### config.mk
export PLATFORM = sky130hd
export DESIGN_NAME = ahrp_port
export DESIGN_NICKNAME = d
export VERILOG_FILES = /design/src/logic/ahrp_pkg.sv /design/src/logic/ahrp_sync.sv /design/src/logic/ahrp_port.sv
export SDC_FILE = /design/constraint.sdc
export NUM_CORES = 1
export LEC_CHECK = 0
export BUFFER_PORTS_ARGS = -buffer_cell sky130_fd_sc_hd__buf_2
export CORE_UTILIZATION = 35
export DETAILED_ROUTE_END_ITERATION = 10
export GPL_ROUTABILITY_DRIVEN = 0
export PLACE_DENSITY = 0.56
export SLEW_MARGIN = 20
export SYNTH_ARGS = -nofsm -noshare
export SYNTH_HDL_FRONTEND = slang
export SYNTH_SLANG_ARGS = --single-unit
### constraint.sdc
create_clock -name MCLK_I -period 2 [get_ports MCLK_I]
set_input_delay 0.2 -clock MCLK_I [delete_from_list [all_inputs] [get_ports MCLK_I]]
set_output_delay 0.2 -clock MCLK_I [all_outputs]
set_load 0.005 [all_outputs]
### src/logic/ahrp_pkg.sv
// Package for the asynchronous host register port.
// Assumes a single 100 MHz system clock and a synchronous active-high reset.
package ahrp_pkg;
    // ------------------------------------------------------------------
    // Widths and field positions
    // ------------------------------------------------------------------
    localparam int DATA_W       = 8;
    localparam int ADDR_W       = 8;
    localparam int TEST_BIT     = 7;
    localparam int NUM_SRC      = 7;
    localparam int SYNC_STAGES  = 3;

    // Alarm source bit positions
    localparam int SRC_LOS      = 0;
    localparam int SRC_LOF      = 1;
    localparam int SRC_LAIS     = 2;
    localparam int SRC_LRDEF    = 3;
    localparam int SRC_PTRLOSS  = 4;
    localparam int SRC_PAIS     = 5;
    localparam int SRC_PRDEF    = 6;

    // ------------------------------------------------------------------
    // Register map (normal space A7 low, test space A7 high)
    // ------------------------------------------------------------------
    localparam logic [6:0] OFS_IRQ_STAT = 7'h00; // Sticky status, read acknowledges
    localparam logic [6:0] OFS_IRQ_MASK = 7'h01; // Enable per source, 1 = reported
    localparam logic [6:0] OFS_SCRATCH  = 7'h02;
    localparam logic [6:0] OFS_TEST_SCR = 7'h00; // Scratch in test space

    // Reset values
    localparam logic [7:0] RST_MASK     = 8'h00;
    localparam logic [7:0] RST_SCRATCH  = 8'h00;
    localparam logic [7:0] READ_UNMAPPED = 8'h00;

    // Strobe edge tracking state
    typedef enum logic [1:0] {
        AH_IDLE  = 2'b00,
        AH_WRITE = 2'b01,
        AH_READ  = 2'b10
    } ahrp_state_e;

    // Synchronised host strobes
    typedef struct packed {
        logic rd_n;
        logic wr_n;
        logic cs_n;
        logic ale;
    } ahrp_strobe_s;
endpackage

### src/logic/ahrp_sync.sv
// Three-stage synchroniser with agreement filter for one bit.
// Assumes the input is asynchronous to clk_i.
`timescale 1ns/1ps
module ahrp_sync #(
    parameter logic RESET_VAL = 1'b1
) (
    // Clock and reset
    input  wire logic clk_i,
    input  wire logic rst_i,
    // Data
    input  wire logic async_i,
    output logic      sync_o
);
    logic [2:0] stage_q;

    // ------------------------------------------------------------------
    // Shift chain; stage 0 only feeds stage 1
    // ------------------------------------------------------------------
    always_ff @(posedge clk_i) begin
        if (rst_i) begin
            stage_q <= {3{RESET_VAL}};
        end else begin
            stage_q <= {stage_q[1:0], async_i};
        end
    end

    // Filtered output changes only when stages two and three agree
    always_ff @(posedge clk_i) begin
        if (rst_i) begin
            sync_o <= RESET_VAL;
        end else if (stage_q[1] == stage_q[2]) begin
            sync_o <= stage_q[2];
        end
    end
endmodule

### src/logic/ahrp_port.sv
// Asynchronous 8-bit host register access port with interrupt output.
// Assumes host strobes are slow compared with MCLK_I (several cycles wide).
`timescale 1ns/1ps
import ahrp_pkg::*;
// Functional notes
// - Data bus driven with addressed register while read and select low.
// - Write strobe rising edge with select low stores data bus value.
// - Host address picks which internal register is read or written.
// - Top address bit selects test register space when high.
// - Latch enable high passes address, low holds latched address.
// - Active-low reset releases data bus and interrupt at once; registers clear on the next clock.
// - Interrupt pin pulled low while any unmasked sticky status bit is set.
// - Interrupt pin open drain, released once status read acknowledges.
// - Seven line and path alarm sources, each separately maskable.
module ahrp_port import ahrp_pkg::*; #(
    parameter int NSRC = NUM_SRC
) (
    // Clock and reset
    input  wire logic              MCLK_I,
    input  wire logic              RST_I,
    input  wire logic              ASYNC_RESET_N_I,
    // Host strobes and address
    input  wire logic              READ_STROBE_N_I,
    input  wire logic              WRITE_STROBE_N_I,
    input  wire logic              CHIP_SELECT_N_I,
    input  wire logic              ALE_I,
    input  wire logic [ADDR_W-1:0] ADDR_I,
    // Data bus, split three ways
    input  wire logic [DATA_W-1:0] DATA_I,
    output logic      [DATA_W-1:0] DATA_O,
    output logic                   DATA_OE_O,
    // Alarm sources from the line logic
    input  wire logic [NSRC-1:0]   ALARM_I,
    // Open-drain interrupt
    output logic                   IRQ_OUT_N_O,
    output logic                   IRQ_OE_O
);
    // ------------------------------------------------------------------
    // Reset combine
    // ------------------------------------------------------------------
    logic         arst_q;
    logic         rst;
    ahrp_strobe_s stb;

    // Pin reset caught asynchronously, released through the clock
    always_ff @(posedge MCLK_I or negedge ASYNC_RESET_N_I) begin
        if (!ASYNC_RESET_N_I) begin
            arst_q <= 1'b1;
        end else begin
            arst_q <= 1'b0;
        end
    end
    assign rst = RST_I | arst_q | !ASYNC_RESET_N_I;

    // ------------------------------------------------------------------
    // Strobe synchronisers
    // ------------------------------------------------------------------
    // Default reset level of one matches every idle pin, so no false edge after reset
    ahrp_sync u_rd (.clk_i(MCLK_I), .rst_i(rst),
        .async_i(READ_STROBE_N_I), .sync_o(stb.rd_n));
    ahrp_sync u_wr (.clk_i(MCLK_I), .rst_i(rst),
        .async_i(WRITE_STROBE_N_I), .sync_o(stb.wr_n));
    ahrp_sync u_cs (.clk_i(MCLK_I), .rst_i(rst),
        .async_i(CHIP_SELECT_N_I), .sync_o(stb.cs_n));
    ahrp_sync u_al (.clk_i(MCLK_I), .rst_i(rst),
        .async_i(ALE_I), .sync_o(stb.ale));

    // ------------------------------------------------------------------
    // Address latch
    // ------------------------------------------------------------------
    logic [ADDR_W-1:0] addr_q;
    logic [DATA_W-1:0] data_s_q;
    logic [ADDR_W-1:0] addr_s_q;

    // Address and data sampled each clock; valid while strobes stand
    always_ff @(posedge MCLK_I) begin
        if (rst) begin
            addr_s_q <= 8'h00;
            data_s_q <= 8'h00;
        end else begin
            addr_s_q <= ADDR_I;
            data_s_q <= DATA_I;
        end
    end

    // Transparent while latch enable high, held while low
    always_ff @(posedge MCLK_I) begin
        if (rst) begin
            addr_q <= 8'h00;
        end else if (stb.ale) begin
            addr_q <= addr_s_q;
        end
    end

    // ------------------------------------------------------------------
    // Access state
    // ------------------------------------------------------------------
    ahrp_state_e state_q;
    ahrp_state_e state_d;
    logic        rd_act;
    logic        wr_act;
    logic        wr_done;
    logic        rd_done;
    logic        test_sel;
    logic [6:0]  reg_ofs;

    assign rd_act   = !stb.rd_n && !stb.cs_n;
    assign wr_act   = !stb.wr_n && !stb.cs_n;
    assign test_sel = addr_q[TEST_BIT];
    assign reg_ofs  = addr_q[6:0];

    // Track which strobe is active so its trailing edge is seen once
    always_comb begin
        state_d = state_q;
        case (state_q)
            AH_IDLE:  state_d = wr_act ? AH_WRITE : (rd_act ? AH_READ : AH_IDLE);
            AH_WRITE: state_d = stb.wr_n ? AH_IDLE : AH_WRITE;
            AH_READ:  state_d = rd_act ? AH_READ : AH_IDLE;
            default:  state_d = AH_IDLE;
        endcase
    end

    always_ff @(posedge MCLK_I) begin
        if (rst) begin
            state_q <= AH_IDLE;
        end else begin
            state_q <= state_d;
        end
    end

    // Write commits on the rising write strobe, select still low
    assign wr_done = (state_q == AH_WRITE) && stb.wr_n && !stb.cs_n;
    assign rd_done = (state_q == AH_READ) && !rd_act;

    // ------------------------------------------------------------------
    // Registers
    // ------------------------------------------------------------------
    logic [DATA_W-1:0] mask_q;
    logic [DATA_W-1:0] scr_q;
    logic [DATA_W-1:0] tscr_q;
    logic [NSRC-1:0]   stat_q;
    logic              stat_rd;

    // Writable registers chosen by space and offset
    always_ff @(posedge MCLK_I) begin
        if (rst) begin
            mask_q <= RST_MASK;
            scr_q  <= RST_SCRATCH;
            tscr_q <= RST_SCRATCH;
        end else if (wr_done) begin
            if (test_sel) begin
                if (reg_ofs == OFS_TEST_SCR) tscr_q <= data_s_q;
            end else begin
                if (reg_ofs == OFS_IRQ_MASK) mask_q <= data_s_q;
                if (reg_ofs == OFS_SCRATCH) scr_q <= data_s_q;
            end
        end
    end

    assign stat_rd = rd_done && !test_sel && (reg_ofs == OFS_IRQ_STAT);

    // Sticky alarm bits; a new alarm wins over the acknowledging read
    genvar g;
    generate
        for (g = 0; g < NSRC; g++) begin : g_src
            always_ff @(posedge MCLK_I) begin
                if (rst) begin
                    stat_q[g] <= 1'b0;
                end else if (ALARM_I[g]) begin
                    stat_q[g] <= 1'b1;
                end else if (stat_rd) begin
                    stat_q[g] <= 1'b0;
                end
            end
        end
    endgenerate

    // ------------------------------------------------------------------
    // Read data and data bus drive
    // ------------------------------------------------------------------
    always_ff @(posedge MCLK_I) begin
        if (rst) begin
            DATA_O <= READ_UNMAPPED;
        end else if (test_sel) begin
            DATA_O <= (reg_ofs == OFS_TEST_SCR) ? tscr_q : READ_UNMAPPED;
        end else begin
            case (reg_ofs)
                OFS_IRQ_STAT: DATA_O <= {{(DATA_W-NSRC){1'b0}}, stat_q};
                OFS_IRQ_MASK: DATA_O <= mask_q;
                OFS_SCRATCH:  DATA_O <= scr_q;
                default:      DATA_O <= READ_UNMAPPED;
            endcase
        end
    end

    // Drive only while read and select both low; released at once on pin reset
    assign DATA_OE_O = rd_act && (state_q == AH_READ) && ASYNC_RESET_N_I;

    // ------------------------------------------------------------------
    // Interrupt pin
    // ------------------------------------------------------------------
    logic irq_q;

    // Registered so the pin never glitches on mixed source edges
    always_ff @(posedge MCLK_I) begin
        if (rst) begin
            irq_q <= 1'b0;
        end else begin
            irq_q <= |(stat_q & mask_q[NSRC-1:0]);
        end
    end
    assign IRQ_OUT_N_O = 1'b0;                            // Open drain only pulls low
    // Pin reset lets go of the line without waiting for a clock edge
    assign IRQ_OE_O    = irq_q && ASYNC_RESET_N_I;
endmodule

Word level (Yosys, flattened, before mapping). Index checks and enable logic that the tools add are counted. Widths: inputs -> output; s select.

$add $sub $neg: 0. $mul: 0. Div/mod/pow operators: 0. Order comparisons: 0. Equality and inequality tests: 8. Shift-type cells: 0. Multiplexer cells: 15. Bitwise logic cells: 4. Reduce and logical (&&, ||, !) cells: 29.

Operator list (number): $pmux 8 s3 (1); $mux 8 (2); $reduce_bool 2->1 (7); $logic_and 1x1->1 (10); $mux 1 (9); $reduce_and 3->1 (3); $and 7x7->7 (1); $eq 7x1->1 const B (1); $eq 7x2->1 const B (1); $logic_not 7->1 (1); $reduce_or 7->1 (1); $logic_not 1->1 (6); $pmux 2 s3 (1); $eq 1x1->1 (4); $mux 2 (2); $eq 2x1->1 const B (1); $eq 2x2->1 const B (1); $logic_not 2->1 (1); $or 1x1->1 (2); $not 1->1 (1).

Register bits after elaboration: 83. Latch bits: 0. RAM bits: 0. Memory bits (read-only): 0. Bits of input ports: 30. Output and inout port bits: 11. Word-level logic and storage cells: 81. Memories kept: 0.

Longest topological paths before layout.
Depth in word-level cells: 8. Depth in mapped cells: 5. Gate-level depth less buffers: 3.

Hierarchy. Synthesis repeated with hierarchy kept, for this count alone.

Cell total of the unflattened synthesis: 285. Area, all modules: 3014.1 sq um.

Modules (own cells, without submodules): ahrp_port (times used 1, cells each 245, area an instance 2553.7 sq um, sequential area each 1347.5 sq um); ahrp_sync (times used 4, cells each 10, area an instance 115.1 sq um, sequential area each 80.1 sq um).

Worst setup path after synthesis. OpenSTA, ideal clock, no wires.

Path type: register to register. Start: register addr_q[2]. End: register scr_q[0]. Library setup time: 0.119 ns. Arrival: 1.736 ns. Required time: 1.881 ns. Path slack: 0.145 ns. Stages on the path, launching flop included: 6. Path buffers: 2. Period minus slack after synthesis: 1.855 ns. Cell sequence: dfxtp_1 > or4_4 > buf_6 > or4_4 > buf_6 > mux2i_1.

Cells in the longest elaborated chain, start to end: 2.

Ends and longest elaborated chain: start, declared (RTL line ahrp_port.sv:71) `logic [ADDR_W-1:0] addr_q;`; start signal, assigned (RTL line ahrp_port.sv:91) `addr_q <= addr_s_q;`; $eq 7x2->1 (RTL line ahrp_port.sv:155) `if (reg_ofs == OFS_SCRATCH) scr_q <= data_s_q;`; $reduce_and 3->1 (no source line); end signal, assigned (RTL line ahrp_port.sv:155); end, declared (RTL line ahrp_port.sv:139) `logic [DATA_W-1:0] scr_q;`.

Every way passes these cells. A chain may end at the register's enable or synchronous reset.

Final worst setup path.
Start: register u_cs.sync_o. End: register tscr_q[6].

Cells in the longest elaborated chain, start to end: 3.

Ends and longest elaborated chain: start, declared (RTL line ahrp_sync.sv:12) `output logic sync_o`; start signal, assigned (RTL line ahrp_sync.sv:32) `sync_o <= stage_q[2];`; $logic_not 1->1 (RTL line ahrp_port.sv:132) `assign wr_done = (state_q == AH_WRITE) && stb.wr_n && !stb.cs_n;`; $logic_and 1x1->1 (RTL line ahrp_port.sv:132); $reduce_and 3->1 (no source line); end signal, assigned (RTL line ahrp_port.sv:152) `if (reg_ofs == OFS_TEST_SCR) tscr_q <= data_s_q;`; end, declared (RTL line ahrp_port.sv:140) `logic [DATA_W-1:0] tscr_q;`.

Every way passes these cells.

==> run metrics <==
period utilization=0.9370; fraction of layout cells with a size suffix above 1=0.2391; Post-synth EDFFs=0; vias=2170; Fin Setup TNS=0 ns; Util after Layout=0.4366; Hold Path Class=in2reg; vias in the first global route=about 2100; Max Fclk=533.6 MHz; worst slew pin tran=~0.49 ns; WP data arrival=~2.1 ns; Rows=33; DRT antenna net count=0; worst-case clock buffer depth=2; crit path time final=roughly 1.9 ns; # port buffers=39; worst vdd ir=0.5067 mV; cells after synthesis=between 200 and 300; CP Class=reg2reg; clk slew on worst S/H paths=around 0.08 ns; met1 usage=0.1966; Critical Path Sink Type=flip-flop; drc violations=0; Die Footprint=~9000 sq um; Root Buffer=clkbuf_8; Async S/R FF share, synth=0.01205; GRT busiest layer=met2; Global Route met3 Usage=0.04944; max-slew violations=0; Layout Nets=370; worst-path fanout max=5; relative slew slack=0.6656; dpl hpwl=around 4.3 mm; Avg Inst Size Synth=roughly 11 sq um; crit path cell chain=or4bb_1, or4_1, mux2i_1; final hold viol count=0; status=finished, final reports clean; Seq cells post-synth=83; Unique masters post-synth=38; worst stage delay on the critical path=roughly 0.67 ns; critical path startpoint category=flip-flop; first drt pass iteration count=6; first-pass GRT wire length=10.34 mm; max-cap viol count=0; routed vias/inst=slightly below 5; Chip Height=between 90 and 100 microns; Pwr Density=~810 nW/um^2; clk_skew=0.009370 ns; Primary FF master, synth=dfxtp_1; wire length per cell=approximately 14 microns; commonest cells after routing, fill and taps aside=dfxtp_1 (82), mux2i_1 (39), buf_2 (39); Initial Util=0.3654; Core Footprint=8299 sq um; commonest non-fill, non-tap cell in the layout=dfxtp_1; register area share after synthesis=0.5499; Lkg Pwr=between 1 and 1.5 nW; largest net degree at the start of global routing=58; Netlist Area Pre-Place=3033 sq um; CP required=approximately 2.2 ns; CTS Buf Count=9; # diodes=0; GR Overflow Total=0; I/O pins=between 40 and 50; slowest CP cell=or4_1; final wirelength=6.337 mm; Final setup viols=0; Clk Latency, worst-skew pair=between 0.3 and 0.4 ns; initial antenna violation count=0; clock net sink count=between 80 and 90; CTS HTree Levels=3; Iteration-0 DRC Markers=125; Die W=95.09 microns; met2 usage=0.2470; RSZ-0062 raised after global routing=no; area grow syn2layout=19.47%; Tot GR Track Use=0.1586; CTS tree=yes; YS warnings=0
[stage by stage]
step / std cells / cell area [sq um] / hold slack (ns) / worst slack (ns) / total power [mW]
2_1_floorplan: 288 / 3037 / 0.05216 / 0.1451 / 1.761
3_3_place_gp: 433 / 3432 / 0.1845 / 0.1772 / 1.811
3_5_place_dp: 433 / 3432 / 0.1827 / 0.1351 / 1.812
4_1_cts: 448 / 3623 / 0.009687 / 0.09152 / 2.957
5_1_grt: 448 / 3623 / 0.008538 / 0.05629 / 3.035
6_report: 448 / 3623 / 0.02240 / 0.1260 / 2.919
[layout make-up]
cell class / count / area [sq um]
Fill cell: 827 / 4676
Sequential cell: 83 / 1668
Multi-Input combinational cell: 187 / 1286
Timing Repair Buffer: 58 / 352.8
Clock buffer: 11 / 141.4
Tap cell: 105 / 131.4
Clock inverter: 3 / 40.04
Inverter: 1 / 3.754
[routing by layer]
layer | up-vias | share of wire
li1 | 1098 | -
met4 | 0 | 0.023
met3 | 10 | 0.039
met1 | 1026 | 0.48
met5 | - | 0
met2 | 36 | 0.46
[worst paths after layout]
kind / endpoint / start / slack [ns] / cells after the start
min: u_wr.stage_q[0]$_SDFF_PP1_ / WRITE_STROBE_N_I / 0.02 / 2
max in group asynchronous: arst_q$_DFF_PN1_ / ASYNC_RESET_N_I / 1.63 / 2
max: tscr_q[6]$_SDFFE_PP0P_ / u_cs.sync_o$_SDFFE_PP1N_ / 0.13 / 3
min reg2reg: u_rd.stage_q[1]$_SDFF_PP1_ / u_rd.stage_q[0]$_SDFF_PP1_ / 0.41 / 1
min in group asynchronous: arst_q$_DFF_PN1_ / ASYNC_RESET_N_I / 0.35 / 2
max reg2reg: tscr_q[6]$_SDFFE_PP0P_ / u_cs.sync_o$_SDFFE_PP1N_ / 0.13 / 3
[power breakdown]
| part | leakage [nW] | total (mW) | switching (mW) | internal (mW) |
|---|---|---|---|---|
| sequential | 0.674 | 1.68 | 0.00850 | 1.67 |
| clock | 0.0950 | 1.15 | 0.552 | 0.594 |
| combinational | 0.708 | 0.0940 | 0.0464 | 0.0476 |
[sequential cells by signal (all words and copies together) (netlist names)]
signal	count
tscr_q	8
addr_s_q	8
scr_q	8
irq_q	1
stat_q	7
u_cs.sync_o	1
mask_q	8
u_wr.sync_o	1
u_rd.sync_o	1
u_cs.stage_q	3
u_wr.stage_q	3
arst_q	1
DATA_O	8
state_q	2
addr_q	8
u_al.sync_o	1
u_rd.stage_q	3
u_al.stage_q	3
data_s_q	8
[Yosys cell counts, types with 2 or more instances]
library cell	instances	area [sq um]
dfxtp_1	82	1642
o2bb2ai_1	7	61.31
buf_1	2	7.510
o21ai_0	11	55.05
or3b_2	2	17.52
and2_1	17	106.4
a22o_1	7	61.31
or4_4	2	22.52
a2111oi_0	2	17.52
nor4_2	2	25.02
nor2_1	14	52.55
nor3_1	7	35.03
nand2b_1	14	87.58
mux2i_1	39	390.4
clkbuf_1	11	41.29
a21oi_1	11	55.05
nand2_1	32	120.1
buf_6	2	22.52
nand3b_1	3	22.52
a22oi_1	2	15.01
[critical path: cells and delay by family (launching register included)]
kind,cells,cell delay [ns]
simple gates,2,1.23
flops,1,0.34
mux,1,0.18
[timing repair]
item / 4_1_cts / 5_1_grt
resized for setup: 0 / 0
hold buffers: 1 / 0
setup buffers: 0 / 0
endpoints found under the hold margin: 1 / 0
[kinds of logic after synthesis]
kind of cell	after synthesis	synth area share
simple gates	101	0.1873
flops	83	0.5499
compound gates	45	0.1040
mux	39	0.1287
buf+inv	18	0.02888
other cells	1	0.001236
Note: power is estimated with default switching activity, not from simulation.
